`config.mk`:
```
export PLATFORM = sky130hd
export DESIGN_NAME = spmp_top
export DESIGN_NICKNAME = d
export VERILOG_FILES = /design/src/core/spmp_pkg.sv /design/src/core/spmp_sync.sv /design/src/core/spmp_rate_gen.sv /design/src/core/spmp_top.sv
export SDC_FILE = /design/constraint.sdc
export NUM_CORES = 1
export LEC_CHECK = 0
export ABC_CLOCK_PERIOD_IN_PS = 2420
export BUFFER_PORTS_ARGS = -buffer_cell sky130_fd_sc_hd__buf_2
export CAP_MARGIN = 10
export CORE_MARGIN = 2
export CORE_UTILIZATION = 35
export CTS_CLUSTER_SIZE = 24
export DETAILED_ROUTE_END_ITERATION = 7
export MAX_ROUTING_LAYER = met4
export PLACE_DENSITY = 0.61
export SKIP_CTS_REPAIR_TIMING = 1
export SLEW_MARGIN = 25
export SYNTH_ARGS = -nofsm -noshare
export SYNTH_HDL_FRONTEND = slang
export SYNTH_SLANG_ARGS = --single-unit
```
`constraint.sdc`:
```
create_clock -name ref_clk -period 2.42 [get_ports ref_clk]
set_input_delay 0.242 -clock ref_clk [delete_from_list [all_inputs] [get_ports ref_clk]]
set_output_delay 0.242 -clock ref_clk [all_outputs]
set_load 0.005 [all_outputs]
```
`src/core/spmp_pkg.sv`:
```
// constants, states and decode helpers of the serial peripheral port
package spmp_pkg;
	localparam logic [7:0] IDX_CTL1     = 8'hf1;
	localparam logic [7:0] IDX_CTL2     = 8'hf2;
	localparam logic [7:0] IDX_TXB      = 8'hf3;
	localparam logic [7:0] IDX_RXB      = 8'hf4;
	localparam logic [7:0] IDX_STAT     = 8'hf5;
	localparam logic [7:0] RST_CTL1     = 8'h08;
	localparam logic [7:0] RST_CTL2     = 8'h00;
	localparam logic [7:0] RST_TXB      = 8'h00;
	localparam logic [7:0] RST_RXB      = 8'h00;
	localparam logic [7:0] RST_STAT     = 8'h40;
	localparam logic [7:0] CTL2_MASK    = 8'hf7;
	localparam logic [7:0] CTL2_FD_ONLY = 8'h80;
	localparam int C1_EN      = 7;
	localparam int C1_ROLE    = 6;
	localparam int C1_SSPOL   = 5;
	localparam int C1_IDLE    = 4;
	localparam int C1_EDGE    = 3;
	localparam int C1_RATE_LO = 0;
	localparam int C2_FD      = 7;
	localparam int C2_TBC_LO  = 4;
	localparam int C2_RBC_LO  = 0;
	localparam int ST_ORDER   = 6;
	localparam int ST_OV      = 5;
	localparam int ST_TXIF    = 4;
	localparam int ST_TDR     = 3;
	localparam int ST_RXIF    = 2;
	localparam int ST_RDR     = 1;
	localparam int ST_RS      = 0;
	localparam int HALF_BASE  = 2;
	localparam int DIV_W      = 9;
	localparam logic [3:0] FULL_BITS = 4'h8;

	typedef enum logic [1:0] {
		SPMP_IDLE   = 2'b00,
		SPMP_SHIFT  = 2'b01,
		SPMP_FINISH = 2'b11
	} spmp_state_e;

	// bit-count code to number of bits, zero meaning eight
	function automatic logic [3:0] spmp_bits(input logic [2:0] code);
		return (code == 3'h0) ? FULL_BITS : {1'b0, code};
	endfunction
endpackage

```
`src/core/spmp_sync.sv`:
```
// two-flop synchroniser for pin inputs
`timescale 1ns/10ps
module spmp_sync #(
	parameter int W = 4
) (
	input  wire logic         ref_clk,
	input  wire logic         rst,
	input  wire logic [W-1:0] d,
	output logic      [W-1:0] q
);
	logic [W-1:0] meta_ff;
	logic [W-1:0] q_ff;

	always_ff @(posedge ref_clk) begin
		if (rst) begin
			meta_ff <= '0;
			q_ff    <= '0;
		end else begin
			meta_ff <= d;
			q_ff    <= meta_ff;
		end
	end

	assign q = q_ff;
endmodule // spmp_sync

```
`src/core/spmp_rate_gen.sv`:
```
// master serial clock half-period tick generator
`timescale 1ns/10ps
module spmp_rate_gen
	import spmp_pkg::*;
#(
	parameter int CW = DIV_W
) (
	input  wire logic       ref_clk,
	input  wire logic       rst,
	input  wire logic       run,
	input  wire logic [2:0] code,
	output logic            tick
);
	logic [CW-1:0] cnt_ff;
	logic          tick_ff;

	// half period is two times two to the code
	wire [CW-1:0] half_m1 = CW'((HALF_BASE << code) - 1);
	wire          hit     = (cnt_ff == half_m1);

	always_ff @(posedge ref_clk) begin
		if (rst || !run) begin
			cnt_ff  <= '0;
			tick_ff <= 1'b0;
		end else begin
			cnt_ff  <= hit ? '0 : cnt_ff + 1'b1;
			tick_ff <= hit;
		end
	end

	assign tick = tick_ff;
endmodule // spmp_rate_gen

```
`src/core/spmp_top.sv`:
```
// serial peripheral port: registers, shift engine and pin drivers
`timescale 1ns/10ps
// Contract
// - port works only while module enabled
// - role bit picks master or slave
// - select polarity bit sets slave select level
// - idle level bit sets clock between transfers
// - sample edge bit picks latching edge
// - data changes on the non-sampling edge
// - master clock is oscillator over four times power
// - full duplex forces both counts zero
// - full duplex shifts both lines together
// - transmit count sets bits out, zero eight
// - receive count sets bits in, zero eight
// - order bit picks msb or lsb first
// - word over pending word sets overflow
// - transmit flag set on shift register load
// - transmit starts only after ready bit set
// - hardware clears transmit ready on load
// - receive flag set when buffer loaded
// - receive ready set until software clears
// - new word replaces unread receive buffer
// - receive start bit shifts word in
// - data line directions follow the role
// - slave active only while selected
// - all flags share one interrupt request; the code drives it from the transmit and receive flags only
module spmp_top
	import spmp_pkg::*;
(
	input  wire logic        ref_clk,
	input  wire logic        rst,
	input  wire logic        wb_cyc_i,
	input  wire logic        wb_stb_i,
	input  wire logic        wb_we_i,
	input  wire logic [9:0]  wb_adr_i,
	input  wire logic [3:0]  wb_sel_i,
	input  wire logic [31:0] wb_dat_i,
	output logic      [31:0] wb_dat_o,
	output logic             wb_ack_o,
	input  wire logic        sck_i,
	output logic             sck_o,
	output logic             sck_oe,
	input  wire logic        mosi_i,
	output logic             mosi_o,
	output logic             mosi_oe,
	input  wire logic        miso_i,
	output logic             miso_o,
	output logic             miso_oe,
	input  wire logic        ss_i,
	output logic             irq_o
);
	logic [7:0]  ctl1_ff;
	logic [7:0]  ctl2_ff;
	logic [7:0]  txb_ff;
	logic [7:0]  rxb_ff;
	logic        order_ff;
	logic        ov_ff;
	logic        txif_ff;
	logic        tdr_ff;
	logic        rxif_ff;
	logic        rdr_ff;
	logic        rs_ff;
	logic        ack_ff;
	logic [31:0] rdat_ff;
	spmp_state_e st_ff;
	spmp_state_e nxt_st;
	logic [7:0]  txsh_ff;
	logic [7:0]  rxsh_ff;
	logic [3:0]  len_ff;
	logic [3:0]  bitc_ff;
	logic [4:0]  tog_ff;
	logic        dorx_ff;
	logic        sampled_ff;
	logic        sck_ff;
	logic        sck_d_ff;
	logic        dout_ff;
	logic        sck_oe_ff;
	logic        mosi_oe_ff;
	logic        miso_oe_ff;
	logic        irq_ff;
	logic [3:0]  pins_s;
	logic        tick;

	// bus decode
	wire       bus_req = wb_cyc_i & wb_stb_i & ~ack_ff;
	wire [7:0] idx     = wb_adr_i[9:2];
	wire [7:0] wdat    = wb_dat_i[7:0];
	wire       wr      = bus_req & wb_we_i & wb_sel_i[0];
	wire       wr_c1   = wr & (idx == IDX_CTL1);
	wire       wr_c2   = wr & (idx == IDX_CTL2);
	wire       wr_tx   = wr & (idx == IDX_TXB);
	wire       wr_st   = wr & (idx == IDX_STAT);

	// pin synchronisers
	spmp_sync #(
		.W(4)
	) u_sync (
		.ref_clk(ref_clk),
		.rst    (rst),
		.d      ({sck_i, ss_i, mosi_i, miso_i}),
		.q      (pins_s)
	);
	wire s_sck  = pins_s[3];
	wire s_ss   = pins_s[2];
	wire s_mosi = pins_s[1];
	wire s_miso = pins_s[0];

	// control fields
	wire       en     = ctl1_ff[C1_EN];
	wire       role   = ctl1_ff[C1_ROLE];
	wire       sspol  = ctl1_ff[C1_SSPOL];
	wire       idle   = ctl1_ff[C1_IDLE];
	wire       edge_r = ctl1_ff[C1_EDGE];
	wire [2:0] rate   = ctl1_ff[C1_RATE_LO +: 3];
	wire       fd     = ctl2_ff[C2_FD];
	wire [3:0] txn    = spmp_bits(ctl2_ff[C2_TBC_LO +: 3]);
	wire [3:0] rxn    = spmp_bits(ctl2_ff[C2_RBC_LO +: 3]);
	wire       msb    = order_ff;

	wire master   = en & role;
	wire selected = en & ~role & (s_ss == sspol);
	wire in_shift = (st_ff == SPMP_SHIFT);
	wire run      = master & in_shift;

	spmp_rate_gen #(
		.CW(DIV_W)
	) u_rate (
		.ref_clk(ref_clk),
		.rst    (rst),
		.run    (run),
		.code   (rate),
		.tick   (tick)
	);

	// slave edges come from the synchronised external clock
	wire s_rise = s_sck & ~sck_d_ff;
	wire s_fall = ~s_sck & sck_d_ff;
	wire m_rise = tick & ~sck_ff;
	wire m_fall = tick & sck_ff;
	// slave edges count only while selected
	wire rise   = role ? (run & m_rise) : (selected & s_rise);
	wire fall   = role ? (run & m_fall) : (selected & s_fall);
	wire smp_edge = in_shift & (edge_r ? rise : fall);
	// drive on the other edge once a bit was sampled
	wire drv_edge = in_shift & (edge_r ? fall : rise) & sampled_ff;
	// master listens on miso, slave on mosi
	wire din      = role ? s_miso : s_mosi;

	// a transfer needs transmit ready or receive start
	wire       start   = (st_ff == SPMP_IDLE) & en & (tdr_ff | rs_ff) & (master | ~role);
	wire       load_tx = start & tdr_ff;
	// full duplex always moves eight bits
	wire [3:0] load_n  = fd ? FULL_BITS : (tdr_ff ? txn : rxn);
	// msb first sends the low bits of the buffer top down
	wire [7:0] tx_al   = msb ? (txb_ff << (FULL_BITS - load_n)) : txb_ff;
	wire [7:0] tx_sh   = msb ? {txsh_ff[6:0], 1'b0} : {1'b0, txsh_ff[7:1]};
	wire       tx_nbit = msb ? txsh_ff[6] : txsh_ff[1];
	wire       tx_fbit = msb ? tx_al[7] : tx_al[0];
	wire [7:0] rx_sh   = msb ? {rxsh_ff[6:0], din} : {din, rxsh_ff[7:1]};
	wire [7:0] rx_al   = msb ? rxsh_ff : (rxsh_ff >> (FULL_BITS - len_ff));
	wire       m_end   = run & tick & (tog_ff == ({len_ff, 1'b0} - 5'h1));
	wire       s_end   = ~role & smp_edge & (bitc_ff == (len_ff - 4'h1));
	wire       x_end   = in_shift & (m_end | s_end);
	wire       store   = (st_ff == SPMP_FINISH) & dorx_ff;

	// state sequencing
	assign nxt_st = (st_ff == SPMP_IDLE)  ? (start ? SPMP_SHIFT : SPMP_IDLE) :
	                (st_ff == SPMP_SHIFT) ? (!en ? SPMP_IDLE :
	                                        (x_end ? SPMP_FINISH : SPMP_SHIFT)) :
	                SPMP_IDLE;

	// status next values, hardware set wins over software clear
	wire rdr_clr     = wr_st & ~wdat[ST_RDR];
	wire nxt_txif    = load_tx | (txif_ff & ~(wr_st & ~wdat[ST_TXIF]));
	wire nxt_tdr     = load_tx ? 1'b0 : (wr_st ? wdat[ST_TDR] : tdr_ff);
	wire nxt_rxif    = store | (rxif_ff & ~(wr_st & ~wdat[ST_RXIF]));
	// ready stays until software clears it
	wire nxt_rdr     = store | (rdr_ff & ~rdr_clr);
	// word on top of unread word marks overflow
	wire nxt_ov      = (store & rdr_ff) | (ov_ff & ~rdr_clr);
	// receive start consumed when its transfer begins
	wire nxt_rs      = start ? 1'b0 : (wr_st ? wdat[ST_RS] : rs_ff);
	// setting full duplex zeroes both counts
	wire [7:0] nxt_c2 = wdat[C2_FD] ? CTL2_FD_ONLY : (wdat & CTL2_MASK);
	// master clock toggles on ticks, else rests at idle level
	wire nxt_sck     = run ? (tick ? ~sck_ff : sck_ff) : idle;

	wire [7:0] stat_rd = {1'b0, order_ff, ov_ff, txif_ff, tdr_ff, rxif_ff, rdr_ff, rs_ff};
	wire [7:0] rsel    = (idx == IDX_CTL1) ? ctl1_ff :
	                     (idx == IDX_CTL2) ? ctl2_ff :
	                     (idx == IDX_TXB)  ? txb_ff  :
	                     (idx == IDX_RXB)  ? rxb_ff  :
	                     (idx == IDX_STAT) ? stat_rd : 8'h00;

	// bus slave
	always_ff @(posedge ref_clk) begin
		if (rst) begin
			ack_ff  <= 1'b0;
			rdat_ff <= 32'h0;
		end else begin
			ack_ff  <= bus_req;
			rdat_ff <= bus_req ? {24'h0, rsel} : rdat_ff;
		end
	end

	// registers
	always_ff @(posedge ref_clk) begin
		if (rst) begin
			ctl1_ff  <= RST_CTL1;
			ctl2_ff  <= RST_CTL2;
			txb_ff   <= RST_TXB;
			order_ff <= RST_STAT[ST_ORDER];
			txif_ff  <= RST_STAT[ST_TXIF];
			tdr_ff   <= RST_STAT[ST_TDR];
			rxif_ff  <= RST_STAT[ST_RXIF];
			rdr_ff   <= RST_STAT[ST_RDR];
			ov_ff    <= RST_STAT[ST_OV];
			rs_ff    <= RST_STAT[ST_RS];
		end else begin
			ctl1_ff  <= wr_c1 ? wdat : ctl1_ff;
			ctl2_ff  <= wr_c2 ? nxt_c2 : ctl2_ff;
			txb_ff   <= wr_tx ? wdat : txb_ff;
			order_ff <= wr_st ? wdat[ST_ORDER] : order_ff;
			txif_ff  <= nxt_txif;
			tdr_ff   <= nxt_tdr;
			rxif_ff  <= nxt_rxif;
			rdr_ff   <= nxt_rdr;
			ov_ff    <= nxt_ov;
			rs_ff    <= nxt_rs;
		end
	end

	// each received word overwrites the buffer
	always_ff @(posedge ref_clk) begin
		if (rst) begin
			rxb_ff <= RST_RXB;
		end else begin
			rxb_ff <= store ? rx_al : rxb_ff;
		end
	end

	// one engine shifts out and in on the same clock
	always_ff @(posedge ref_clk) begin
		if (rst) begin
			st_ff      <= SPMP_IDLE;
			txsh_ff    <= 8'h00;
			rxsh_ff    <= 8'h00;
			len_ff     <= FULL_BITS;
			bitc_ff    <= 4'h0;
			tog_ff     <= 5'h0;
			dorx_ff    <= 1'b0;
			sampled_ff <= 1'b0;
			dout_ff    <= 1'b0;
		end else begin
			st_ff <= nxt_st;
			if (start) begin
				txsh_ff    <= tdr_ff ? tx_al : 8'h00;
				rxsh_ff    <= 8'h00;
				len_ff     <= load_n;
				bitc_ff    <= 4'h0;
				tog_ff     <= 5'h0;
				dorx_ff    <= rs_ff | fd;
				sampled_ff <= 1'b0;
				dout_ff    <= tdr_ff ? tx_fbit : 1'b0;
			end else begin
				rxsh_ff    <= smp_edge ? rx_sh : rxsh_ff;
				bitc_ff    <= smp_edge ? bitc_ff + 4'h1 : bitc_ff;
				tog_ff     <= (run & tick) ? tog_ff + 5'h1 : tog_ff;
				sampled_ff <= smp_edge | (sampled_ff & ~drv_edge);
				txsh_ff    <= drv_edge ? tx_sh : txsh_ff;
				dout_ff    <= drv_edge ? tx_nbit : dout_ff;
			end
		end
	end

	// pin drivers and interrupt
	always_ff @(posedge ref_clk) begin
		if (rst) begin
			sck_ff     <= 1'b0;
			sck_d_ff   <= 1'b0;
			sck_oe_ff  <= 1'b0;
			mosi_oe_ff <= 1'b0;
			miso_oe_ff <= 1'b0;
			irq_ff     <= 1'b0;
		end else begin
			sck_ff     <= nxt_sck;
			sck_d_ff   <= s_sck;
			sck_oe_ff  <= master;
			mosi_oe_ff <= master;
			miso_oe_ff <= selected;
			// one shared request for the transmit and receive flags
			irq_ff     <= nxt_txif | nxt_rxif;
		end
	end

	assign wb_ack_o = ack_ff;
	assign wb_dat_o = rdat_ff;
	assign sck_o    = sck_ff;
	assign sck_oe   = sck_oe_ff;
	assign mosi_o   = dout_ff;
	assign mosi_oe  = mosi_oe_ff;
	assign miso_o   = dout_ff;
	assign miso_oe  = miso_oe_ff;
	assign irq_o    = irq_ff;
endmodule // spmp_top

```
---- After elaboration in Yosys (flattened, before gate mapping) ----
Cells that the tools add are included.
cells by class
  bitwise operators ....................... 64
  multiplexer cells ....................... 34
  reduce and logical (&&, ||, !) cells .... 9
  eq/ne operators ......................... 12
  add/sub/neg operators ................... 8
  shift-type cells ........................ 3
operators by type and width
  operator             number
  $mux 8               12
  $and 1x1->1          42
  $eq 8x8->1 const B   5
  $mux 4               4
  $mux 1               13
  $not 1->1            12
  $or 1x1->1           10
  $add 9x1->9 const B  1
  $eq 9x9->1           1
  $shl 2x3->9 const A  1
  $sub 9x2->9 const B  1
  $mux 2               4
  $shl 8x4->8          1
  $shr 8x4->8          1
  $sub 4x4->4 const A  2
  $mux 7               1
  $logic_not 3->1      2
  $reduce_or 2->1      3
  $add 5x1->5 const B  1
  $eq 5x5->1           1
  $sub 5x1->5 const B  1
  $add 4x1->4 const B  1
  $eq 4x4->1           1
  $sub 4x1->4 const B  1
  8 further kinds      8
storage, ports and cells
  output and inout bits ................... 40
  input port bits ......................... 55
  bits in registers ....................... 105
  word-level logic and storage cells ...... 161

---- Logic depth before layout (Yosys ltp) ----
Gate-level depths: netlist (run 1).
  word-level depth ........................ 15
  depth in mapped cells ................... 12
  mapped depth without buffers ............ 10

---- Modules after synthesis ----
A second synthesis (run 1) with hierarchy kept.
unflattened totals
  cells, all modules ...................... 707
  area total of the unflattened synthesis .. 5950.7 sq um
modules (own cells, without submodules)
  module         seq. area each (sq um)  cells an instance  instances  area an instance (sq um)
  spmp_top       1721.7                  606                1          5083.6
  spmp_rate_gen  200.2                   85                 1          656.9
  spmp_sync      160.2                   16                 1          210.2

---- Worst setup path after synthesis (run 1) ----
Ideal clock, no wire load.
  path kind ............................... flip-flop to flip-flop
  start point ............................. reg tdr_ff
  end point ............................... reg txsh_ff[7]
  buffers on the path ..................... 3
  required time ........................... 2.298 ns
  data arrival time ....................... 2.379 ns
  clock period less this slack ............ 2.501 ns
  slack ................................... -0.081 ns
  stages on the path, launching flop included .. 12
  setup time .............................. 0.122 ns
  cells stage by stage .................... dfxtp_1 -> buf_6 -> mux2i_1 -> nor2_2 -> inv_2 -> buf_2 -> ha_1 -> clkbuf_1 -> mux4_2 -> mux2i_1 -> a21o_1 -> a21oi_1
on the way
  cells in the longest elaborated chain, start to end .. 7
  elaborated cells on any way between the ends .. 11
  classes of those cells .................. 1 x add/sub; 1 x shift; 5 x mux; 3 x bitwise; 1 x reduce/logical
ends and longest elaborated chain
  element                   RTL line         text
  start: declaration        spmp_top.sv:59   logic tdr_ff;
  start signal: assignment  spmp_top.sv:214  tdr_ff <= RST_STAT[ST_TDR];
  start signal: assignment  spmp_top.sv:225  tdr_ff <= nxt_tdr;
  $mux 4 (2 in a row)       spmp_top.sv:153  wire [3:0] load_n = fd ? FULL_BITS : (tdr_ff ? txn : rxn);
  $sub 4x4->4               spmp_top.sv:155  wire [7:0] tx_al = msb ? (txb_ff << (FULL_BITS - load_n)) : txb_ff;
  $shl 8x4->8               spmp_top.sv:155
  $mux 8                    spmp_top.sv:155
  $mux 8                    spmp_top.sv:257  txsh_ff <= tdr_ff ? tx_al : 8'h00;
  $mux 8                    spmp_top.sv:256  if (start) begin
  end signal: assignment    spmp_top.sv:257
  end signal: assignment    spmp_top.sv:270  txsh_ff <= drv_edge ? tx_sh : txsh_ff;
  end: declaration          spmp_top.sv:67   logic [7:0] txsh_ff;
Parallel ways exist; a longest one is shown, timed or not.
A chain may end at the register's enable or synchronous reset.

---- Worst setup path in the final report (run 1) ----
  start point ............................. reg len_ff[0]
  end point ............................... reg rxb_ff[0]
on the way
  cells in the longest elaborated chain, start to end .. 3
ends and longest elaborated chain
  element                   RTL line         text
  start: declaration        spmp_top.sv:69   logic [3:0] len_ff;
  start signal: assignment  spmp_top.sv:259  len_ff <= load_n;
  $sub 4x4->4               spmp_top.sv:160  wire [7:0] rx_al = msb ? rxsh_ff : (rxsh_ff >> (FULL_BITS - len_ff));
  $shr 8x4->8               spmp_top.sv:160
  $mux 8                    spmp_top.sv:160
  end signal: assignment    spmp_top.sv:238  rxb_ff <= store ? rx_al : rxb_ff;
  end: declaration          spmp_top.sv:55   logic [7:0] rxb_ff;
Every way passes these cells.

==> results of run 1 <==
## power groups by stage
stage	Combinational (mW)	Sequential, mW	Clock [mW]
2_1_floorplan	0.0946	1.77	0
3_3_place_gp	0.136	1.77	0
3_5_place_dp	0.136	1.77	0
4_1_cts	0.136	1.73	1.49
5_1_grt	0.154	1.74	1.57
6_report	0.138	1.73	1.45
## layer usage
layer	vias up	global-route usage, %
met1	2256	24.6
li1	2373	-
met4	0	3.86
met2	147	24.9
met3	12	3.98
met5	-	-
## flip-flops by register name, indices dropped and copies added (netlist names), 2 cells and up
signal,cells
u_sync.meta_ff,4
rxsh_ff,8
tog_ff,5
u_sync.q,4
wb_dat_o,8
u_rate.cnt_ff,9
rxb_ff,8
st_ff,2
ctl1_ff,8
txb_ff,8
bitc_ff,4
ctl2_ff,7
len_ff,4
txsh_ff,8
## cell families (layout without fill, tap and decap cells)
group,Yosys count,after routing,synth area share (%)
other,1,24,0.0672
and+or+nand+nor,228,228,20.1
muxes,59,59,11.9
adders and majority gates,6,6,1.34
AOI/OAI and AO/OA,149,149,17.5
xor gates and xnor gates,24,24,4.10
buffers and inverters,81,109,7.66
DFF,104,104,37.3
## how the worst max path moves through the flow
stage                     depth (start not counted)       from         end
final                                             8  len_ff[0]   rxb_ff[0]
after global routing                              8  len_ff[0]   rxb_ff[0]
after CTS                                         9     tdr_ff  txsh_ff[5]
after detailed placement                          9     tdr_ff  txsh_ff[5]
after global placement                            9     tdr_ff  txsh_ff[5]
after floorplan                                  11     tdr_ff  txsh_ff[5]
## cell type report
class / count / share of cell area (%)
tap: 216 / 4.25
clock inverter: 4 / 0.826
clock buffer: 11 / 3.66
sequential: 104 / 32.7
timing repair buffer: 76 / 7.75
inverter: 18 / 1.06
multi-input combinational: 490 / 49.7
## worst max-delay path, cell delays in order, from the launching register on
cell and delay, ns:
dfxtp_1 0.33, inv_1 0.12, ha_1 0.39, buf_4 0.23, mux2i_1 0.25, a21oi_1 0.13
mux2_2 0.28, a221oi_1 0.34, nor2_1 0.08
## cell usage after synthesis, drive strengths merged, types with 3 or more instances
cell / number
a211o: 3
a211oi: 6
a21oi: 35
a221oi: 11
a22oi: 12
a311oi: 3
a31oi: 8
and2: 5
and3: 6
buf: 40
clkbuf: 23
dfxtp: 104
ha: 6
inv: 17
mux2: 9
mux2i: 46
mux4: 4
nand2: 51
nand2b: 4
nand3: 18
nand3b: 6
nand4: 6
nor2: 80
nor2b: 20
nor3: 14
nor4: 4
o2111ai: 3
o211ai: 6
o21ai: 39
o2bb2ai: 6
or3: 3
xnor2: 12
xor2: 12
## through the flow
stage                     instances  setup TNS, ns  setup slack [ns]  power, mW  utilization (%)
after CTS                       919              0             0.131       3.36             40.5
after global placement          904              0             0.186       1.91             38.6
after floorplan                 675        -0.0140           -0.0140       1.87                -
final                           919              0             0.154       3.32             40.5
after global routing            919              0            0.0147       3.46             40.5
after detailed placement        904              0             0.139       1.91             38.6
==> flow_summary.yaml, run 1 <==
final_layout:
  num_antenna_cells: 0
  final_cell_mix: "103 x dfxtp_1, 78 x nor2_1, 51 x nand2_1"
  area_growth_pct: 14.0
  multi_input_comb_area_um2: 3160
  final_common_cell: "dfxtp_1"
  nets: 760
  fill_cells: 1609
  drive_gt1_share_pct: 16.4
  seqCellArea_um2: 2080
  design_area_um2: 6360
floorplan:
  coreArea_um2: 15700
  dieHeight_um: 130
  io-pin-count: 95
  start_util_pct: 35.5
  rows: 46
  die-area_um2: 17000
  fp.dieW_um: 130
timing:
  holdWs_ns: 0.0993
  worst_clock_skew_ns: 0.00723
  slew_headroom_pct: 61.4
  finalHoldViolCount: 0
  worst_pin_slew_ns: 0.577
  rsz0062_at_grt: "no"
  max_freq_mhz: 441
  finalWorstPathRequiredPeriod_ns: 2.27
  report.final.setup_viol: 0
  slew_viol_final: 0
  final.period_utilization_pct: 93.6
routing:
  wl_met3_um: 857
  via_count: 4788
  drc_errors: 0
  via_per_inst: 5.21
  m1WireLength_um: 6680
  finalWirelength_um: 13900
  wl_per_cell_um: 15.1
  antenna_left: 0
  drtIter0Drc: 334
  met2_length_um: 6190
  top_layer: "met4"
  drt_first_pass_iters: 5
power:
  p_sw_mw: 0.742
  p_per_area_nw_per_um2: 522
  ir_drop_mv: 0.449
  share_seq_of_total_power_pct: 52.2
  comb_power_share_pct: 4.2
  intPower_mw: 2.58
  leakagePower_nw: 2.45
  netSwitchingFraction_pct: 22.3
  clkPwrFrac_pct: 43.6
worst_setup_path:
  r2r_slack_ns: 0.15
  critPathLaunchType: "register"
  crit_type: "register to register"
  cp.required_ns: 2.65
  cp-end-kind: "register"
  r2r_end: "rxb_ff[0]"
  crit_path_max_fanout: 10
  reg2reg_depth: 8
  arrival_ns: 2.50
  r2r_start: "len_ff[0]"
cts:
  cts_tree: "built"
  clock_latency_ns: 0.35
  clockRootBuffer: "clkbuf_16"
  cts_buffers: 9
  cts_buffer_depth: 2
  clkTransAtPathRegs_ns: 0.07
  clock_sinks: 104
  htreeDepth: 3
grt:
  grt_pass1_vias: 4234
  grt_max_degree: 24
  antenna_found_initial: 0
  grt_pass1_wl_um: 22300
  grt_use_total_pct: 17.3
  grt-ovfl-total: 0
synth:
  yosysTopAreaCell: "dfxtp_1"
  synthTopCellsByArea: "dfxtp_1 37%, mux2i_1 8.1%, nor2_1 5.2%"
  syn-cell-area_um2: 5580
  ys_seq_elements: 104
  syn_inst: 652
  synth_warnings: 0
  ys.flop_type: "dfxtp_1"
  synth_edf_count: 0
  synth_seq_area_share_pct: 37.3
  syn_area_per_cell_um2: 8.56
  async_flop_share_pct: 0
  yosysUniqueCellTypes: 69
  synth_top_area_share_pct: 37.3
run:
  drv_cap: 0
placement:
  io_buffers: 41
  placed_area_um2: 6070
  place_hpwl_um: 10100
  place_congestion: 0.899
hold_path:
  worstHoldPathType: "input pin to register"
  hold_path_end: "u_sync.meta_ff[0]"
  whs_path_depth: 2
  min-delay-start: "miso_i"
outcome:
  outcome: "finished, final reports clean"
(Power assumes the default switching activity.)
==> inputs of run 2 (changes only) <==
Settings changed: ABC_CLOCK_PERIOD_IN_PS 2420 to 2500, PLACE_DENSITY 0.61 to 0.59.
Clock period 2.42 ns to 2.5 ns, I/O delays scaled along.
==> flow_summary.yaml, run 2 (synthesized netlist as in run 1, its figures left out) <==
floorplan:
  dieHeight_um: 130
  rows: 46
  fp.dieW_um: 130
  coreArea_um2: 15700
  die-area_um2: 17000
  io-pin-count: 95
  start_util_pct: 35.5
placement:
  place_hpwl_um: 10600
  io_buffers: 41
  place_inst: 899
  place_congestion: 0.893
routing:
  drtIter0Drc: 402
  finalWirelength_um: 14500
  via_per_inst: 5.27
  wl_per_cell_um: 15.8
  drc_errors: 0
  drt_first_pass_iters: 5
  antenna_left: 0
  via_count: 4823
hold_path:
  worstHoldPathType: "input pin to register"
  hold_path_end: "u_sync.meta_ff[3]"
  whs_path_depth: 2
  min-delay-start: "sck_i"
cts:
  clock_latency_ns: 0.35
  cts_buffers: 9
  clockRootBuffer: "clkbuf_16"
  htreeDepth: 3
  clkTransAtPathRegs_ns: 0.07
  cts_tree: "built"
  cts_buffer_depth: 2
  clock_sinks: 104
timing:
  slew_viol_final: 0
  slew_headroom_pct: 64.3
  worst_clock_skew_ns: 0.0123
  finalWorstPathRequiredPeriod_ns: 2.35
  finalHoldViolCount: 0
  max_freq_mhz: 426
  fin_tns_setup_ns: 0
  worst_pin_slew_ns: 0.533
  report.final.setup_viol: 0
  final.period_utilization_pct: 93.8
  rsz0062_at_grt: "no"
worst_setup_path:
  arrival_ns: 2.61
  crit_path_max_fanout: 5
  r2r_start: "tdr_ff"
  crit_chain: "mux2i_1 -> nor2_1 -> inv_1 -> ha_1 -> nand2b_1 -> a211oi_1 -> nor3_1 -> a2111o_1 -> a311oi_2"
  slowest_delay_ns: 0.40
  cp.required_ns: 2.77
  cp_slowest_cell: "dfxtp_1"
  r2r_end: "txsh_ff[5]"
  critPathLaunchType: "register"
  reg2reg_depth: 9
  r2r_slack_ns: 0.15
  crit_type: "register to register"
  cp-end-kind: "register"
grt:
  antenna_found_initial: 0
  grt_use_total_pct: 17.9
  grt_pass1_vias: 4466
  grt_max_degree: 24
  grt-ovfl-total: 0
  grt_pass1_wl_um: 23100
power:
  totalPowerFinal_mw: 3.27
  leakagePower_nw: 2.42
  p_per_area_nw_per_um2: 518
  ir_drop_mv: 0.365
final_layout:
  drive_gt1_share_pct: 15.7
  final_common_cell: "dfxtp_1"
  stdcell_count: 915
  fill_cells: 1534
  num_antenna_cells: 0
  largest_reg_flops: 9
  final_cell_mix: "104 x dfxtp_1, 78 x nor2_1, 51 x nand2_1"
  largest-register: "u_rate.cnt_ff"
  area_growth_pct: 13.2
  nets: 755
run:
  drv_cap: 0
outcome:
  outcome: "finished, final reports clean"
## run 2: cell types whose count changed in the layout (fill, tap and decap cells not counted)
| cell | change |
|---|---|
| a211oi_1 | +1 |
| buf_4 | -3 |
| clkbuf_1 | -1 |
| clkbuf_8 | +2 |
| buf_12 | -2 |
| a211oi_2 | -1 |
| dfxtp_2 | -1 |
| clkinvlp_4 | +1 |
| dfxtp_1 | +1 |
| inv_6 | -1 |
## run 2: cell type report
cell class                      count  area (um2)  area share, %
Clock buffer                       12         256           4.06
Clock inverter                      4        51.3          0.812
Inverter                           18        67.6           1.07
Multi-Input combinational cell    490        3160           50.0
Sequential cell                   104        2080           33.0
Tap cell                          216         270           4.28
Timing Repair Buffer               71         430           6.81
## run 2: how the worst max path moves through the flow
stage                           from          to  slack [ns]  cells past startpoint
final                         tdr_ff  txsh_ff[5]        0.15                      9
after global routing          tdr_ff  txsh_ff[5]       0.009                      9
after CTS                     tdr_ff  txsh_ff[5]        0.14                      9
after detailed placement  ctl2_ff[1]  txsh_ff[5]        0.16                      9
after global placement    ctl2_ff[1]  txsh_ff[7]        0.24                      8
after floorplan               tdr_ff  txsh_ff[5]        0.07                     11
## run 2: critical path: cells and delay by family, from the launching register on
kind	cells	cell delay (ns)
buf+inv	1	0.08
fa+ha+maj	1	0.25
mux	1	0.13
simple gates	3	0.48
compound gates	3	0.92
flops	1	0.40
## run 2: per-stage QoR
step / cell area, um2 / setup slack (ns) / util (%) / hold slack [ns]
after floorplan: 5670 / 0.0660 / - / 0.375
after global placement: 6010 / 0.238 / 38.2 / 0.421
after detailed placement: 6010 / 0.163 / 38.2 / 0.427
after CTS: 6320 / 0.141 / 40.2 / 0.102
after global routing: 6320 / 0.00892 / 40.2 / 0.107
final: 6320 / 0.154 / 40.2 / 0.113
## run 2: power breakdown
group          internal, mW  switching (mW)  leakage [nW]
Combinational        0.0444          0.0839          1.43
Clock                 0.834           0.629         0.149
Sequential             1.67         0.00776         0.841
Total                  2.55           0.721          2.42
## run 2: metal layers
layer / GRT usage, % / vias to the layer above / share of wire, %
li1: - / 2361 / -
met3: 2.21 / 22 / 4.5
met2: 28.4 / 147 / 47
met4: 7.46 / 0 / 2.3
met5: - / - / 0
met1: 23.2 / 2293 / 46
==> inputs of run 3 (changes only) <==
Settings changed: ABC_AREA set to 1.
==> flow_summary.yaml, run 3 <==
outcome:
  outcome: "finished, final reports clean"
synth:
  yosysUniqueCellTypes: 42
  syn_area_per_cell_um2: 6.87
  syn_inst: 809
  yosysTopAreaCell: "dfxtp_1"
  synth_common_cells: "159 x nand2_1, 104 x dfxtp_1, 102 x inv_1"
  synthTopCellsByArea: "dfxtp_1 37%, nand2_1 11%, o21ai_0 8.6%"
  synth_top_area_share_pct: 37.5
  synth_edf_count: 0
  synth.most_common_cell: "nand2_1"
  async_flop_share_pct: 0
  syn-cell-area_um2: 5560
  ys.flop_type: "dfxtp_1"
  synth_seq_area_share_pct: 37.5
  synth_warnings: 0
  ys_seq_elements: 104
timing:
  worst_clock_skew_ns: 0.00927
  slew_viol_final: 0
  holdWs_ns: 0.0889
  max_freq_mhz: 469
  report.final.setup_viol: 0
  slew_headroom_pct: 52.1
  worst_pin_slew_ns: 0.718
  layout_setup_ws_ns: 0.369
  finalHoldViolCount: 0
  fin_tns_setup_ns: 0
  rsz0062_at_grt: "no"
  final.period_utilization_pct: 85.3
  finalWorstPathRequiredPeriod_ns: 2.13
grt:
  grt_pass1_wl_um: 23200
  grt_max_degree: 34
  antenna_found_initial: 0
  grt_pass1_vias: 4624
  grt_use_total_pct: 18.0
  grt-ovfl-total: 0
cts:
  cts_buffer_depth: 2
  htreeDepth: 3
  clockRootBuffer: "clkbuf_16"
  cts_tree: "built"
  clock_latency_ns: 0.36
  clkTransAtPathRegs_ns: 0.07
  clock_sinks: 104
  cts_buffers: 9
placement:
  place_hpwl_um: 10500
  placed_area_um2: 5870
  place_congestion: 0.955
  preCtsSetupSlack_ns: 0.407
  place_inst: 1047
  io_buffers: 41
power:
  totalPowerFinal_mw: 3.24
  leakagePower_nw: 2.60
  p_per_area_nw_per_um2: 525
  ir_drop_mv: 0.345
worst_setup_path:
  cp.required_ns: 2.76
  crit_type: "register to register"
  crit_chain: "inv_1 -> nand2_4 -> nand3_2 -> ha_1 -> inv_1 -> nand3_1 -> nand3_1 -> nand3_1 -> nand2_1 -> nand3_1 -> nand2_1 -> inv_1"
  cp_common_cell: "nand3_1"
  crit_path_max_fanout: 8
  arrival_ns: 2.39
  cp_slowest_cell: "dfxtp_1"
  cp-end-kind: "register"
  slowest_delay_ns: 0.43
  critPathLaunchType: "register"
final_layout:
  final_cell_mix: "159 x nand2_1, 104 x dfxtp_1, 102 x inv_1"
  largest-register: "u_rate.cnt_ff"
  drive_gt1_share_pct: 11.2
  area_growth_pct: 11.0
  largest_reg_flops: 9
  design_area_um2: 6170
  final_common_cell: "nand2_1"
  nets: 903
  stdcell_count: 1063
  fill_cells: 1695
  post-route-util_pct: 39.3
  num_antenna_cells: 0
routing:
  drc_errors: 0
  finalWirelength_um: 14200
  drtIter0Drc: 351
  via_per_inst: 4.89
  antenna_left: 0
  via_count: 5195
  wl_per_cell_um: 13.4
  drt_first_pass_iters: 5
floorplan:
  io-pin-count: 95
  dieHeight_um: 130
  die-area_um2: 16900
  start_util_pct: 35.4
  rows: 46
  fp.dieW_um: 130
  coreArea_um2: 15700
hold_path:
  worstHoldPathType: "input pin to register"
run:
  drv_cap: 0
==> run 3: worst paths after layout <==
check                           cells past startpoint              start                end  slack [ns]
worst max-delay path                               12             tdr_ff             miso_o        0.37
worst min-delay path                                3             mosi_i  u_sync.meta_ff[1]        0.09
worst max register to register                     12             tdr_ff             miso_o        0.37
worst min register to register                      2  u_sync.meta_ff[2]        u_sync.q[2]        0.40
==> run 3: where the power goes <==
part	internal [mW]	switching, mW
sequential	1.67	0.00435
combinational	0.0387	0.0810
clock	0.807	0.639
total	2.51	0.724
==> run 3: logic make-up after synthesis <==
group / Yosys count / share of synthesized area, %
adders and majority gates: 6 / 1.35
muxes: 1 / 0.203
and+or+nand+nor: 320 / 25.9
xor gates and xnor gates: 12 / 1.89
AOI/OAI and AO/OA: 206 / 20.1
other: 1 / 0.0675
DFF: 104 / 37.5
buffers and inverters: 159 / 13.0
==> run 3: layout make-up <==
cell class,instances,area (um2),area share [%]
Clock buffer,12,246,4.00
Clock inverter,4,51.3,0.831
Timing Repair Buffer,51,280,4.54
Sequential cell,104,2080,33.7
Inverter,107,402,6.51
Tap cell,216,270,4.38
Multi-Input combinational cell,569,2840,46.0
==> run 3: per-layer routing <==
layer  vias to the layer above  share of wire, %  GRT usage (%)
met4                         0               1.8           6.01
met2                       103                45           27.6
met5                         -                 0              -
met3                        18               4.1           3.16
li1                       2673                 -              -
met1                      2401                49           24.0
==> run 3: critical path: cells and delay by family (launching register included) <==
kind / cells / cell delay [ns]
buffers and inverters: 3 / 0.42
and+or+nand+nor: 8 / 0.79
DFF: 1 / 0.43
adders and majority gates: 1 / 0.38
